==> config.mk <==
export PLATFORM = sky130hd
export DESIGN_NAME = desd_top
export DESIGN_NICKNAME = d
export VERILOG_FILES = /design/src/hdl/_unused_placeholder_removed.sv /design/src/shared/desd_pkg.sv /design/src/hdl/desd_top.sv /design/src/hdl/desd_sync.sv /design/src/hdl/desd_chan.sv
export SDC_FILE = /design/constraint.sdc
export NUM_CORES = 1
export LEC_CHECK = 0
export ABC_AREA = 1
export BUFFER_PORTS_ARGS = -buffer_cell sky130_fd_sc_hd__buf_2
export CAP_MARGIN = 10
export CORE_ASPECT_RATIO = 0.5
export CORE_MARGIN = 5
export CORE_UTILIZATION = 65
export DETAILED_ROUTE_END_ITERATION = 7
export GPL_TIMING_DRIVEN = 0
export PLACE_DENSITY_LB_ADDON = 0.1
export REMOVE_ABC_BUFFERS = 1
export SLEW_MARGIN = 5
export SYNTH_ARGS = -nofsm -noshare
export SYNTH_HDL_FRONTEND = slang
export SYNTH_SLANG_ARGS = --single-unit
export TNS_END_PERCENT = 30
==> constraint.sdc <==
create_clock -name core_clk_i -period 59.1 [get_ports core_clk_i]
set_clock_uncertainty 0.15 [all_clocks]
set_input_delay 2.955 -clock core_clk_i [delete_from_list [all_inputs] [get_ports core_clk_i]]
set_output_delay 2.955 -clock core_clk_i [all_outputs]
set_load 0.05 [all_outputs]
==> src/hdl/_unused_placeholder_removed.sv <==
// Intentionally empty file holder for build order; contains no logic.
// Assumes nothing.

==> src/shared/desd_pkg.sv <==
// Constants and carrier types for the dual encoder speed and direction block.
// Assumes a single 10 MHz core clock and a synchronous active-high reset.
package desd_pkg;

    // Clock and measurement timing
    localparam int CLK_HZ        = 10_000_000;
    localparam int MEAS_TIME_MS  = 100;
    localparam int MEAS_CYCLES   = MEAS_TIME_MS * (CLK_HZ / 1000);
    localparam int CNT_W         = 20;

    // Encoder pin vector layout
    localparam int CHANS         = 2;
    localparam int PIN_W         = 4;
    localparam int PIN_A0        = 0;
    localparam int PIN_B0        = 1;
    localparam int PIN_A1        = 2;
    localparam int PIN_B1        = 3;

    // Percentages
    localparam int PCT_W         = 7;
    localparam logic [6:0] PCT_MIN  = 7'h00;
    localparam logic [6:0] PCT_FULL = 7'h64;

    // Encoder resolution in pulses per revolution
    localparam int RES_W         = 8;
    localparam logic [7:0] RES_MIN  = 8'h01;
    localparam logic [7:0] RES_MAX  = 8'h80;

    // Motor speeds in rpm
    localparam int RPM_W         = 14;
    localparam logic [13:0] RATED_MIN = 14'h0096;
    localparam logic [13:0] RATED_MAX = 14'h262f;

    // Compensation resistance: code times step gives milliohms
    localparam int COMP_W        = 7;
    localparam int MOHM_W        = 9;
    localparam logic [6:0] COMP_MAX_CODE  = 7'h64;
    localparam logic [8:0] COMP_STEP_MOHM = 9'h005;

    // Speed arithmetic
    localparam int EDGE_W        = 12;
    localparam int RPM_PER_EDGE  = 60 * 1000 / MEAS_TIME_MS;
    localparam int DIVD_W        = 22;
    localparam int BIT_W         = 5;
    localparam int TGT_W         = 28;
    localparam int FULL_NUM      = 216;
    localparam int FULL_DEN      = 240;

    // Reset values
    localparam logic [13:0] RST_RPM  = 14'h0000;
    localparam logic [6:0]  RST_PCT  = 7'h00;
    localparam logic [8:0]  RST_MOHM = 9'h000;

    typedef struct packed {
        logic a;
        logic b;
    } desd_pins_t;

    typedef struct packed {
        logic reverse;
        logic edge_seen;
        logic glitch;
    } desd_stat_t;

endpackage : desd_pkg

==> src/hdl/desd_top.sv <==
// Dual quadrature encoder speed, direction and fault block.
// Assumes settings come from core_clk_i logic and encoder pins are async.
// Behaviour
// - Without swap, B low at a rising A edge means forward, B high reverse.
// - Each channel has its own swap that reverses the meaning of B.
// - Two independent encoder inputs exist, each with its own A and B.
// - With encoders fitted, a faulty encoder, or a missing one while speed demand is non-zero, raises an error.
// - With encoders not fitted, no encoder error is ever raised.
// - During an encoder error the speed is capped at a 0 to 100 % limit.
// - Resolution of 1 to 128 pulses per revolution scales counts to rpm.
// - Rated motor speed is accepted from 150 to 9775 rpm.
// - Full target speed is 21.6/24 of rated speed times the speed cap.
// - Compensation 0 to 500 milliohms in 5 milliohm steps is held.
`timescale 1ns/100ps
module desd_top #(
    parameter int unsigned MEAS_CYCLES = desd_pkg::MEAS_CYCLES
) (
    input  logic                        core_clk_i,
    input  logic                        sys_rst_i,
    input  logic                        first_motor_channel_a_i,
    input  logic                        first_motor_channel_b_i,
    input  logic                        second_motor_channel_a_i,
    input  logic                        second_motor_channel_b_i,
    input  logic                        first_channel_direction_swap_i,
    input  logic                        second_channel_direction_swap_i,
    input  logic                        encoders_fitted_i,
    input  logic [desd_pkg::PCT_W-1:0]  error_speed_limit_i,
    input  logic [desd_pkg::PCT_W-1:0]  speed_demand_i,
    input  logic [desd_pkg::RES_W-1:0]  resolution_i,
    input  logic [desd_pkg::RPM_W-1:0]  rated_speed_i,
    input  logic [desd_pkg::COMP_W-1:0] compensation_i,
    output logic                        first_motor_channel_reverse_o,
    output logic                        second_motor_channel_reverse_o,
    output logic [desd_pkg::RPM_W-1:0]  first_motor_channel_rpm_o,
    output logic [desd_pkg::RPM_W-1:0]  second_motor_channel_rpm_o,
    output logic                        speed_valid_o,
    output logic                        encoder_error_o,
    output logic [desd_pkg::PCT_W-1:0]  speed_cap_o,
    output logic [desd_pkg::RPM_W-1:0]  target_rpm_o,
    output logic [desd_pkg::MOHM_W-1:0] compensation_mohm_o
);
    typedef enum logic {DIV_IDLE, DIV_RUN} desd_div_t;

    function automatic logic [15:0] desd_clamp(input logic [15:0] v,
                                               input logic [15:0] lo,
                                               input logic [15:0] hi);
        if (v < lo) begin
            return lo;
        end else if (v > hi) begin
            return hi;
        end
        return v;
    endfunction : desd_clamp

    // Pin capture and per-channel decode
    logic [desd_pkg::PIN_W-1:0] raw_pins;
    logic [desd_pkg::PIN_W-1:0] pins_s;
    logic [desd_pkg::CHANS-1:0] swap_v;
    desd_pkg::desd_stat_t       stat [desd_pkg::CHANS];

    assign raw_pins[desd_pkg::PIN_A0] = first_motor_channel_a_i;
    assign raw_pins[desd_pkg::PIN_B0] = first_motor_channel_b_i;
    assign raw_pins[desd_pkg::PIN_A1] = second_motor_channel_a_i;
    assign raw_pins[desd_pkg::PIN_B1] = second_motor_channel_b_i;
    assign swap_v = {second_channel_direction_swap_i,
                     first_channel_direction_swap_i};

    desd_sync u_sync (
        .core_clk_i (core_clk_i),
        .sys_rst_i  (sys_rst_i),
        .pins_i     (raw_pins),
        .pins_o     (pins_s)
    );

    for (genvar i = 0; i < desd_pkg::CHANS; i++) begin : g_chan
        desd_pkg::desd_pins_t cp;
        assign cp.a = pins_s[desd_pkg::PIN_A0 + 2 * i];
        assign cp.b = pins_s[desd_pkg::PIN_B0 + 2 * i];
        desd_chan u_chan (
            .core_clk_i (core_clk_i),
            .sys_rst_i  (sys_rst_i),
            .pins_i     (cp),
            .swap_i     (swap_v[i]),
            .stat_o     (stat[i])
        );
    end

    // Measurement interval, edge counting and channel faults
    logic [desd_pkg::CNT_W-1:0]  meas_cnt;
    logic [desd_pkg::CNT_W-1:0]  next_meas_cnt;
    logic                        tick;
    logic [desd_pkg::EDGE_W-1:0] edge_cnt      [desd_pkg::CHANS];
    logic [desd_pkg::EDGE_W-1:0] next_edge_cnt [desd_pkg::CHANS];
    logic [desd_pkg::EDGE_W-1:0] snap;
    logic [desd_pkg::EDGE_W-1:0] next_snap;
    logic [desd_pkg::CHANS-1:0]  glitch_seen;
    logic [desd_pkg::CHANS-1:0]  next_glitch_seen;
    logic [desd_pkg::CHANS-1:0]  err_ch;
    logic [desd_pkg::CHANS-1:0]  next_err_ch;
    logic                        demand_active;

    always_comb begin
        tick          = (meas_cnt == desd_pkg::CNT_W'(MEAS_CYCLES - 1));
        next_meas_cnt = tick ? '0 : meas_cnt + 1'b1;
        demand_active = (speed_demand_i != desd_pkg::PCT_MIN);
        next_snap     = tick ? edge_cnt[1] : snap;
        for (int c = 0; c < desd_pkg::CHANS; c++) begin
            if (tick) begin
                next_edge_cnt[c] = desd_pkg::EDGE_W'(stat[c].edge_seen);
                next_glitch_seen[c] = stat[c].glitch;
            end else begin
                next_edge_cnt[c] = edge_cnt[c];
                if (stat[c].edge_seen && (edge_cnt[c] != '1)) begin
                    next_edge_cnt[c] = edge_cnt[c] + 1'b1;
                end
                next_glitch_seen[c] = glitch_seen[c] | stat[c].glitch;
            end
            // A new fault wins over a clear in the same cycle
            if (stat[c].glitch || (tick && demand_active
                                   && (edge_cnt[c] == '0))) begin
                next_err_ch[c] = 1'b1;
            end else if (tick && (edge_cnt[c] != '0)
                         && !glitch_seen[c]) begin
                next_err_ch[c] = 1'b0;
            end else begin
                next_err_ch[c] = err_ch[c];
            end
        end
    end

    always_ff @(posedge core_clk_i) begin
        if (sys_rst_i) begin
            meas_cnt    <= '0;
            edge_cnt    <= '{default: '0};
            snap        <= '0;
            glitch_seen <= '0;
            err_ch      <= '0;
        end else begin
            meas_cnt    <= next_meas_cnt;
            edge_cnt    <= next_edge_cnt;
            snap        <= next_snap;
            glitch_seen <= next_glitch_seen;
            err_ch      <= next_err_ch;
        end
    end

    // Shared serial divider: rpm = edges * rpm_per_edge / resolution
    desd_div_t                   div_state;
    desd_div_t                   next_div_state;
    logic                        div_ch;
    logic                        next_div_ch;
    logic [desd_pkg::BIT_W-1:0]  div_bit;
    logic [desd_pkg::BIT_W-1:0]  next_div_bit;
    logic [desd_pkg::DIVD_W-1:0] divd;
    logic [desd_pkg::DIVD_W-1:0] next_divd;
    logic [desd_pkg::DIVD_W-1:0] quo;
    logic [desd_pkg::DIVD_W-1:0] next_quo;
    logic [desd_pkg::RES_W-1:0]  rem;
    logic [desd_pkg::RES_W-1:0]  next_rem;
    logic [desd_pkg::RES_W-1:0]  divisor;
    logic [desd_pkg::RES_W-1:0]  next_divisor;
    logic [desd_pkg::RES_W:0]    trial;
    logic [desd_pkg::RPM_W-1:0]  rpm_sat;
    logic [desd_pkg::RPM_W-1:0]  next_rpm0;
    logic [desd_pkg::RPM_W-1:0]  next_rpm1;
    logic                        next_speed_valid;
    logic                        div_last;
    logic                        quo_ready;
    logic                        div_done;
    logic                        next_quo_ready;
    logic                        next_div_done;

    always_comb begin
        next_div_state   = div_state;
        next_div_ch      = div_ch;
        next_div_bit     = div_bit;
        next_divd        = divd;
        next_quo         = quo;
        next_rem         = rem;
        next_divisor     = divisor;
        next_rpm0        = first_motor_channel_rpm_o;
        next_rpm1        = second_motor_channel_rpm_o;
        next_speed_valid = 1'b0;
        trial    = {rem, divd[desd_pkg::DIVD_W-1]};
        div_last = (div_bit == desd_pkg::BIT_W'(desd_pkg::DIVD_W - 1));
        rpm_sat  = (quo[desd_pkg::DIVD_W-1:desd_pkg::RPM_W] != '0) ? '1
                   : quo[desd_pkg::RPM_W-1:0];
        unique case (div_state)
            DIV_IDLE: begin
                if (tick) begin
                    next_div_state = DIV_RUN;
                    next_div_ch    = 1'b0;
                    next_div_bit   = '0;
                    next_rem       = '0;
                    next_divd      = desd_pkg::DIVD_W'(edge_cnt[0]
                                     * desd_pkg::RPM_PER_EDGE);
                    next_divisor   = desd_pkg::RES_W'(desd_clamp(
                                     16'(resolution_i),
                                     16'(desd_pkg::RES_MIN),
                                     16'(desd_pkg::RES_MAX)));
                end
            end
            DIV_RUN: begin
                next_divd    = {divd[desd_pkg::DIVD_W-2:0], 1'b0};
                next_div_bit = div_bit + 1'b1;
                if (trial >= {1'b0, divisor}) begin
                    next_rem = desd_pkg::RES_W'(trial - {1'b0, divisor});
                    next_quo = {quo[desd_pkg::DIVD_W-2:0], 1'b1};
                end else begin
                    next_rem = trial[desd_pkg::RES_W-1:0];
                    next_quo = {quo[desd_pkg::DIVD_W-2:0], 1'b0};
                end
                if (div_last) begin
                    next_div_bit = '0;
                    next_rem     = '0;
                    if (!div_ch) begin
                        next_div_ch = 1'b1;
                        next_divd   = desd_pkg::DIVD_W'(snap
                                      * desd_pkg::RPM_PER_EDGE);
                    end else begin
                        next_div_state = DIV_IDLE;
                    end
                end
            end
        endcase
        // Result of the previous pass is complete one cycle after it ends
        if (div_state == DIV_RUN && div_bit == '0 && div_ch
            && quo_ready) begin
            next_rpm0 = rpm_sat;
        end
        if (div_done) begin
            next_rpm1        = rpm_sat;
            next_speed_valid = 1'b1;
        end
    end

    always_comb begin
        next_quo_ready = (div_state == DIV_RUN) && div_last && !div_ch;
        next_div_done  = (div_state == DIV_RUN) && div_last && div_ch;
    end

    always_ff @(posedge core_clk_i) begin
        if (sys_rst_i) begin
            div_state                  <= DIV_IDLE;
            div_ch                     <= 1'b0;
            div_bit                    <= '0;
            divd                       <= '0;
            quo                        <= '0;
            rem                        <= '0;
            divisor                    <= desd_pkg::RES_MIN;
            quo_ready                  <= 1'b0;
            div_done                   <= 1'b0;
            first_motor_channel_rpm_o  <= desd_pkg::RST_RPM;
            second_motor_channel_rpm_o <= desd_pkg::RST_RPM;
            speed_valid_o              <= 1'b0;
        end else begin
            div_state                  <= next_div_state;
            div_ch                     <= next_div_ch;
            div_bit                    <= next_div_bit;
            divd                       <= next_divd;
            quo                        <= next_quo;
            rem                        <= next_rem;
            divisor                    <= next_divisor;
            quo_ready                  <= next_quo_ready;
            div_done                   <= next_div_done;
            first_motor_channel_rpm_o  <= next_rpm0;
            second_motor_channel_rpm_o <= next_rpm1;
            speed_valid_o              <= next_speed_valid;
        end
    end

    // Error, speed cap, target speed and compensation outputs
    logic [desd_pkg::PCT_W-1:0]  lim_pct;
    logic [desd_pkg::PCT_W-1:0]  dem_pct;
    logic [desd_pkg::RPM_W-1:0]  rated_eff;
    logic [desd_pkg::COMP_W-1:0] comp_code;
    logic                        next_error;
    logic [desd_pkg::PCT_W-1:0]  next_cap;
    logic [desd_pkg::RPM_W-1:0]  next_target;
    logic [desd_pkg::MOHM_W-1:0] next_mohm;
    logic [desd_pkg::TGT_W-1:0]  tgt_prod;

    always_comb begin
        lim_pct   = desd_pkg::PCT_W'(desd_clamp(16'(error_speed_limit_i),
                    16'(desd_pkg::PCT_MIN), 16'(desd_pkg::PCT_FULL)));
        dem_pct   = desd_pkg::PCT_W'(desd_clamp(16'(speed_demand_i),
                    16'(desd_pkg::PCT_MIN), 16'(desd_pkg::PCT_FULL)));
        rated_eff = desd_pkg::RPM_W'(desd_clamp(16'(rated_speed_i),
                    16'(desd_pkg::RATED_MIN),
                    16'(desd_pkg::RATED_MAX)));
        comp_code = desd_pkg::COMP_W'(desd_clamp(16'(compensation_i),
                    16'h0000, 16'(desd_pkg::COMP_MAX_CODE)));
        next_error = encoders_fitted_i && (err_ch != '0);
        next_cap   = dem_pct;
        if (encoder_error_o && (dem_pct > lim_pct)) begin
            next_cap = lim_pct;
        end
        tgt_prod = desd_pkg::TGT_W'(speed_cap_o)
                   * desd_pkg::TGT_W'(rated_eff)
                   * desd_pkg::TGT_W'(desd_pkg::FULL_NUM)
                   / desd_pkg::TGT_W'(desd_pkg::FULL_DEN
                                      * desd_pkg::PCT_FULL);
        next_target = tgt_prod[desd_pkg::RPM_W-1:0];
        next_mohm   = desd_pkg::MOHM_W'(comp_code)
                      * desd_pkg::COMP_STEP_MOHM;
    end

    always_ff @(posedge core_clk_i) begin
        if (sys_rst_i) begin
            encoder_error_o                <= 1'b0;
            speed_cap_o                    <= desd_pkg::RST_PCT;
            target_rpm_o                   <= desd_pkg::RST_RPM;
            compensation_mohm_o            <= desd_pkg::RST_MOHM;
            first_motor_channel_reverse_o  <= 1'b0;
            second_motor_channel_reverse_o <= 1'b0;
        end else begin
            encoder_error_o                <= next_error;
            speed_cap_o                    <= next_cap;
            target_rpm_o                   <= next_target;
            compensation_mohm_o            <= next_mohm;
            first_motor_channel_reverse_o  <= stat[0].reverse;
            second_motor_channel_reverse_o <= stat[1].reverse;
        end
    end

    chk_err_unfitted: assert property (
        @(posedge core_clk_i) disable iff (sys_rst_i)
        !encoders_fitted_i |=> !encoder_error_o)
        else $error("encoder error raised while not fitted");

    chk_err_fitted: assert property (
        @(posedge core_clk_i) disable iff (sys_rst_i)
        (encoders_fitted_i && (err_ch != '0)) |=> encoder_error_o)
        else $error("encoder fault not reported");

    chk_cap_limit: assert property (
        @(posedge core_clk_i) disable iff (sys_rst_i)
        encoder_error_o |=> (speed_cap_o <= $past(lim_pct)))
        else $error("speed above error limit");

    chk_cap_free: assert property (
        @(posedge core_clk_i) disable iff (sys_rst_i)
        !encoder_error_o |=> (speed_cap_o == $past(dem_pct)))
        else $error("speed capped without error");

    chk_res_range: assert property (
        @(posedge core_clk_i) disable iff (sys_rst_i)
        (div_state == DIV_RUN) |-> (divisor >= desd_pkg::RES_MIN
                                    && divisor <= desd_pkg::RES_MAX))
        else $error("resolution out of range");

    chk_rated_range: assert property (
        @(posedge core_clk_i) disable iff (sys_rst_i)
        $stable(rated_speed_i) |=> (target_rpm_o <= desd_pkg::RATED_MAX))
        else $error("target above rated range");

    chk_target_full: assert property (
        @(posedge core_clk_i) disable iff (sys_rst_i)
        (speed_cap_o == desd_pkg::PCT_FULL) |=> (32'(target_rpm_o)
            == 32'($past(rated_eff)) * desd_pkg::FULL_NUM
               / desd_pkg::FULL_DEN))
        else $error("full speed target wrong");

    chk_comp_step: assert property (
        @(posedge core_clk_i) disable iff (sys_rst_i)
        1'b1 |=> (32'(compensation_mohm_o) == 32'($past(comp_code)) * 5
                  && compensation_mohm_o <= 9'h1f4))
        else $error("compensation value wrong");

    chk_interval_speed: assert property (
        @(posedge core_clk_i) disable iff (sys_rst_i)
        (tick && div_state == DIV_IDLE) |-> ##[1:50] speed_valid_o)
        else $error("speed result late");
endmodule : desd_top

==> src/hdl/desd_sync.sv <==
// Two-stage synchroniser for the four encoder pins.
// Assumes the pins are asynchronous to core_clk_i.
`timescale 1ns/100ps
module desd_sync (
    input  logic                      core_clk_i,
    input  logic                      sys_rst_i,
    input  logic [desd_pkg::PIN_W-1:0] pins_i,
    output logic [desd_pkg::PIN_W-1:0] pins_o
);
    logic [desd_pkg::PIN_W-1:0] meta;
    logic [desd_pkg::PIN_W-1:0] next_meta;
    logic [desd_pkg::PIN_W-1:0] next_pins;

    always_comb begin
        next_meta = pins_i;
        next_pins = meta;
    end

    always_ff @(posedge core_clk_i) begin
        if (sys_rst_i) begin
            meta   <= '0;
            pins_o <= '0;
        end else begin
            meta   <= next_meta;
            pins_o <= next_pins;
        end
    end
endmodule : desd_sync

==> src/hdl/desd_chan.sv <==
// Direction decoder for one encoder channel.
// Assumes synchronised A and B pins and a swap setting from core logic.
`timescale 1ns/100ps
module desd_chan (
    input  logic                 core_clk_i,
    input  logic                 sys_rst_i,
    input  desd_pkg::desd_pins_t pins_i,
    input  logic                 swap_i,
    output desd_pkg::desd_stat_t stat_o
);
    desd_pkg::desd_pins_t prev;
    desd_pkg::desd_pins_t next_prev;
    logic                 primed;
    logic                 next_primed;
    desd_pkg::desd_stat_t next_stat;
    logic                 rise;
    logic                 dir_sample;
    logic [1:0]           warm;
    logic [1:0]           next_warm;

    always_comb begin
        next_prev   = pins_i;
        // Compare only once the synchroniser and prev hold real pin samples
        next_warm   = {warm[0], 1'b1};
        next_primed = warm[1];
        rise        = primed && pins_i.a && !prev.a;
        dir_sample  = pins_i.b ^ swap_i;
        next_stat.edge_seen = rise;
        next_stat.reverse   = rise ? dir_sample : stat_o.reverse;
        next_stat.glitch    = primed && (pins_i.a != prev.a)
                              && (pins_i.b != prev.b);
    end

    always_ff @(posedge core_clk_i) begin
        if (sys_rst_i) begin
            prev   <= '0;
            primed <= 1'b0;
            warm   <= '0;
            stat_o <= '0;
        end else begin
            prev   <= next_prev;
            primed <= next_primed;
            warm   <= next_warm;
            stat_o <= next_stat;
        end
    end

    chk_fwd_decode: assert property (
        @(posedge core_clk_i) disable iff (sys_rst_i)
        (rise && !swap_i) |=> (stat_o.reverse == $past(pins_i.b)))
        else $error("direction wrong without swap");

    chk_swap_decode: assert property (
        @(posedge core_clk_i) disable iff (sys_rst_i)
        (rise && swap_i) |=> (stat_o.reverse == !$past(pins_i.b)))
        else $error("direction wrong with swap");
endmodule : desd_chan

# Yosys cells after proc, flatten, opt, wreduce, memory -nomap -nowiden
# Index checks and enable logic that the tools add are counted.
# word_totals
reg_bits	215
inputBits	52
output_inout_bits	62
word_cells	182
# op_classes
add_sub_neg	5
multipliers	5
div_mod_pow	1
magnitude_cmp	9
n_eq_ne	10
mux	55
bitwise	5
n_reduce_logical	47
# op_table
op	count
$mux W22	3
$mux W14	4
$mux W7	7
$mux W8	6
$pmux W22 S2	1
$mul A12 B7 Y19 const B	2
$div A28 B15 Y28 const B	1
$mux W1	28
$logic_and A1 B1 Y1	25
$mul A21 B5 Y25 const B	1
$add A12 B1 Y12 const B	2
$logic_not A12 Y1	2
$ne A12 B12 Y1 const B	2
$reduce_bool A12 Y1	2
$gt A7 B7 Y1 const B	3
$mul A7 B14 Y21	1
$add A20 B1 Y20 const B	1
$eq A20 B20 Y1 const B	1
$pmux W8 S2	1
$gt A14 B14 Y1 const B	1
$lt A14 B8 Y1 const B	1
$mux W5	2
$pmux W5 S2	1
$reduce_bool A2 Y1	5
other kinds (22)	34

# Logic depth before layout (Yosys ltp)
# logic_depth
depth_word	7
ltp_mapped	168
mapped_depth_nobuf	157

# Cells and area by module
# Synthesis repeated with hierarchy kept, for this count alone.
# hier_totals
cells_unflattened	4220
area_unflattened_um2	26317.7
# modules_own_cells
mod	n_inst	cells_per_inst	area_each_um2	seq_area_each_um2
desd_top	1	4123	25525.7	3763.6
desd_chan	2	36	280.3	160.2
desd_sync	1	25	231.5	160.2

# Worst setup path before layout
# Ideal clock, no wire load.
# synth_timing
path_kind	in2reg
startpoint	input rated_speed_i[13] (netlist bit)
endpoint	register target_rpm_o[0] (netlist bit)
setup_time_ns	0.117
arrival_time_ns	21.297
required_time_ns	58.833
slack_ns	37.536
stages	145
n_path_buf	16
path_cell_list	clkbuf_1 nor2_1 nand2_1 nor3_1 nand2_1 nand2_1 or2_2 clkbuf_1 nand2_1 fa_1 fa_1 inv_1 fa_1 fa_1 ha_1 inv_1 o21ai_0 a21oi_1 (+109 left out) nand2_2 nor2_1 nand2_1 nor2_4 nand2_4 nand2_8 buf_12 nand3_2 nand3_1 nand3_4 nor2_2 nand3_4 buf_8 nand3_1 nand2_1 nand3b_1 nor2_1 a21oi_1
# synth_between
elab_chain_cells	7
elab_cells_between_ends	9
classes_between	mul (2); div (1); order compare (2); mux (4)
# synth_rtl
item	line_no	rtl
start, declared	desd_top.sv:30	input logic [desd_pkg::RPM_W-1:0] rated_speed_i,
$gt A14 B14 Y1	desd_top.sv:49	end else if (v > hi) begin
$mux W1	desd_top.sv:49	
$mux W1	desd_top.sv:47	if (v < lo) begin
$mux W14 (*)	desd_top.sv:52	return v;
$mul A7 B14 Y21 (*)	desd_top.sv:299	* desd_pkg::TGT_W'(rated_eff)
$mul A21 B5 Y25 (*)	desd_top.sv:300	* desd_pkg::TGT_W'(desd_pkg::FULL_NUM)
$div A28 B15 Y28 (*)	desd_top.sv:301	/ desd_pkg::TGT_W'(desd_pkg::FULL_DEN
end signal, assigned	desd_top.sv:312	target_rpm_o <= desd_pkg::RST_RPM;
end signal, assigned	desd_top.sv:319	target_rpm_o <= next_target;
end, declared	desd_top.sv:39	output logic [desd_pkg::RPM_W-1:0] target_rpm_o,
# Every way passes the cells marked *; elsewhere a longest branch is shown, timed or not.
# A chain may end at the register's enable or synchronous reset.

# Worst setup path after layout
# layout_timing
startpoint	input rated_speed_i[7] (netlist bit)
endpoint	register target_rpm_o[0] (netlist bit)
# Same word-level chain as after synthesis.

==> impl_metrics.py <==
metrics = {
    "status": {
        "outcome": "finished, final reports clean",
    },
    "logic_synthesis": {
        "postSynthAreaPerCell_um2": 6.56,
        "synthesis.area_um2": 27400,
        "yosys_warnings": 0,
        "synth-seq-cells": 209,
        "ys_types": 74,
        "yosysMostFrequentCell": "nand2_1",
        "synth-edff-count": 0,
        "yosysTopAreaCell": "dfxtp_1",
        "async_flop_share_pct": 0,
        "ys_top_cells_by_count": "nand2_1 (869), inv_1 (677), nor2_1 (455)",
        "synthTopCellsByArea": "dfxtp_1 (15%), nand2_1 (12%), ha_1 (10%)",
        "yosysSeqAreaShare_pct": 15.3,
        "synthCells": 4180,
        "netlist.area_leader.share_pct": 15.3,
        "synth_flop_cell": "dfxtp_1",
    },
    "setup_path": {
        "max_stage_delay_ns": 0.62,
        "cp_num_buf_inv": 14,
        "required_ns": 59.38,
        "crit_slowest_cell": "o21ai_1",
        "reg2reg_slack_ns": 35.26,
        "start_kind": "input port",
        "crit_path_start": "rated_speed_i[7]",
        "crit_top_cell": "nand2_1",
        "r2r-start": "speed_cap_o[1]",
        "crit_type": "in -> reg",
        "worstPathArrival_ns": 27.04,
        "crit_family": "simple AND/OR/NAND/NOR gates",
        "r2r-end": "target_rpm_o[0]",
        "crit_cells": 131,
        "critPathMaxFanout": 24,
        "worst_setup_path_end_kind": "register",
        "reg2reg_depth": 126,
        "crit_path_end": "target_rpm_o[0]",
    },
    "timing": {
        "finalHoldViolCount": 0,
        "slew_violations": 0,
        "rsz0062_at_grt": "false",
        "tns_ns": 0,
        "worst_pin_slew_ns": 1.09,
        "slew_headroom_pct": 27.1,
        "min_period_ns": 26.77,
        "finalCritPeriodShare_pct": 45.3,
        "setup_viol": 0,
        "timing.final.ws_setup_ns": 32.33,
        "fmax_ghz": 0.0374,
    },
    "placement": {
        "io_buffers": 113,
        "place_inst": 4776,
        "gp_congestion": 0.917,
        "post-dp-hpwl_um": 53000,
        "post-place-ws_ns": 32.09,
    },
    "min_path": {
        "min_path_type": "reg -> reg",
    },
    "floorplanning": {
        "die_x_um": 300,
        "initial_core_util_pct": 65.5,
        "die_y_um": 155,
        "dieArea_um2": 46600,
        "num_rows": 53,
        "io_pins": 114,
        "coreArea_um2": 41800,
    },
    "grt": {
        "grt_pass1_wl_um": 114000,
        "grt_pass1_vias": 24633,
        "grt_overflow": 0,
        "antenna_found_initial": 1,
        "grt_usage_pct": 28.5,
        "grt_max_degree": 96,
    },
    "drt": {
        "antenna_left": 0,
        "wl_per_cell_um": 13.9,
        "wl_um": 67100,
        "dr.first_iter.drc_count": 1648,
        "drc_errors": 0,
        "vias": 26130,
        "firstDrtPassIters": 5,
        "routed_via_density": 5.43,
    },
    "clock_network": {
        "tritoncts": "built",
        "clkSlewWorstSetupHoldPaths_ns": 0.07,
        "cts_buffer_depth": 3,
        "cts_buffers": 22,
        "hold_buffers": 0,
        "clkLatencyLatePin_ns": 0.56,
        "postCtsSetupBuffers": 0,
        "cts_sinks": 209,
        "cts_root_buf": "clkbuf_16",
        "post_cts_resized": 0,
        "htreeDepth": 1,
    },
    "final_layout": {
        "syn2layout_area_growth_pct": 5.15,
        "drive_above_1_share_pct": 13.4,
        "fin_cells": 4816,
        "diodes": 0,
        "final_core_util_pct": 68.9,
        "layout.nets": 4621,
    },
    "flow_run": {
        "maxCapViolCount": 0,
    },
}
==> placed cells by master, fill, tap and decap left out, types with 8 or more instances in the layout <==
| cell | netlist | layout |
|---|---|---|
| o21ai_2 | 15 | 15 |
| o21bai_1 | 19 | 19 |
| nand2_1 | 869 | 869 |
| o21ai_0 | 191 | 191 |
| dfxtp_1 | 209 | 208 |
| nand3_2 | 33 | 33 |
| nand3b_1 | 15 | 15 |
| o211ai_1 | 24 | 24 |
| nor2_1 | 455 | 454 |
| inv_4 | 7 | 8 |
| xor2_1 | 99 | 99 |
| buf_2 | 3 | 112 |
| nand4_1 | 89 | 89 |
| nand3_4 | 8 | 8 |
| xnor2_1 | 31 | 31 |
| nor2_2 | 42 | 43 |
| nor2_4 | 19 | 19 |
| inv_2 | 59 | 59 |
| clkbuf_16 | 0 | 22 |
| nor4_1 | 21 | 20 |
| nand3_1 | 289 | 289 |
| a21oi_1 | 199 | 199 |
| a31oi_1 | 24 | 24 |
| nand2_4 | 46 | 46 |
| inv_1 | 677 | 676 |
| fa_1 | 124 | 124 |
| nand2_2 | 145 | 145 |
| ha_1 | 222 | 222 |
| nor3_1 | 49 | 49 |
==> tightest hold or removal path, stage by stage, from the launching register on <==
cell and delay, ns:
dfxtp_1 0.30, inv_1 0.04, nor2_1 0.03
==> flip-flops by register name, indices dropped and copies added (netlist names), 5 cells and up <==
name                        count
compensation_mohm_o             9
div_bit                         5
divd                           19
divisor                         8
edge_cnt                       24
first_motor_channel_rpm_o      14
g_chan.u_chan.stat_o            6
meas_cnt                       20
quo                            22
rem                             8
second_motor_channel_rpm_o     14
snap                           12
speed_cap_o                     7
target_rpm_o                   14
==> through the flow <==
step / instance area [µm²] / hold WS, ns
floorplan: 26700 / 0.238
global placement: 28000 / 0.241
detailed placement: 28100 / 0.246
CTS: 28800 / 0.256
global route: 28800 / 0.264
finish: 28800 / 0.256
==> worst min path at each step <==
stage / from / to / slack, ns / cells after the start
global route: g_chan[0].u_chan.warm[1] / g_chan[0].u_chan.primed / 0.26 / 2
finish: u_sync.meta[1] / u_sync.pins_o[1] / 0.26 / 2
floorplan: g_chan[0].u_chan.warm[1] / g_chan[0].u_chan.primed / 0.24 / 2
CTS: g_chan[0].u_chan.warm[1] / g_chan[0].u_chan.primed / 0.26 / 2
global placement: g_chan[0].u_chan.warm[0] / g_chan[0].u_chan.warm[1] / 0.24 / 2
detailed placement: g_chan[0].u_chan.warm[1] / g_chan[0].u_chan.primed / 0.25 / 2
==> area by class of cell <==
cell class | instances | area [µm²]
Inverter | 752 | 2870
Sequential cell | 209 | 4190
Clock inverter | 13 | 139
Multi-Input combinational cell | 3121 | 19700
Fill cell | 3838 | 13000
Timing Repair Buffer | 117 | 638
Tap cell | 577 | 722
Clock buffer | 27 | 579
==> cell families (layout without fill, tap and decap cells) <==
family	Yosys count	count (layout)	share of synthesized area (%)
xor+xnor	130	130	4.16
compound gates	524	524	11.0
buf+inv	850	909	12.9
flops	209	209	15.3
fa+ha+maj	346	346	19.2
simple gates	2121	2121	37.5
==> metal layers <==
layer,vias to the layer above,GRT usage (%),part of all wire [%]
met3,113,3.36,5.0
met4,2,7.67,2.7
met5,-,0,0.018
met1,12059,37.7,46
met2,571,49.7,47
li1,13385,-,-
Power is left out: the tool's default activity adds up to more than one toggle a clock period on the data nets, which glitch-free logic cannot reach.
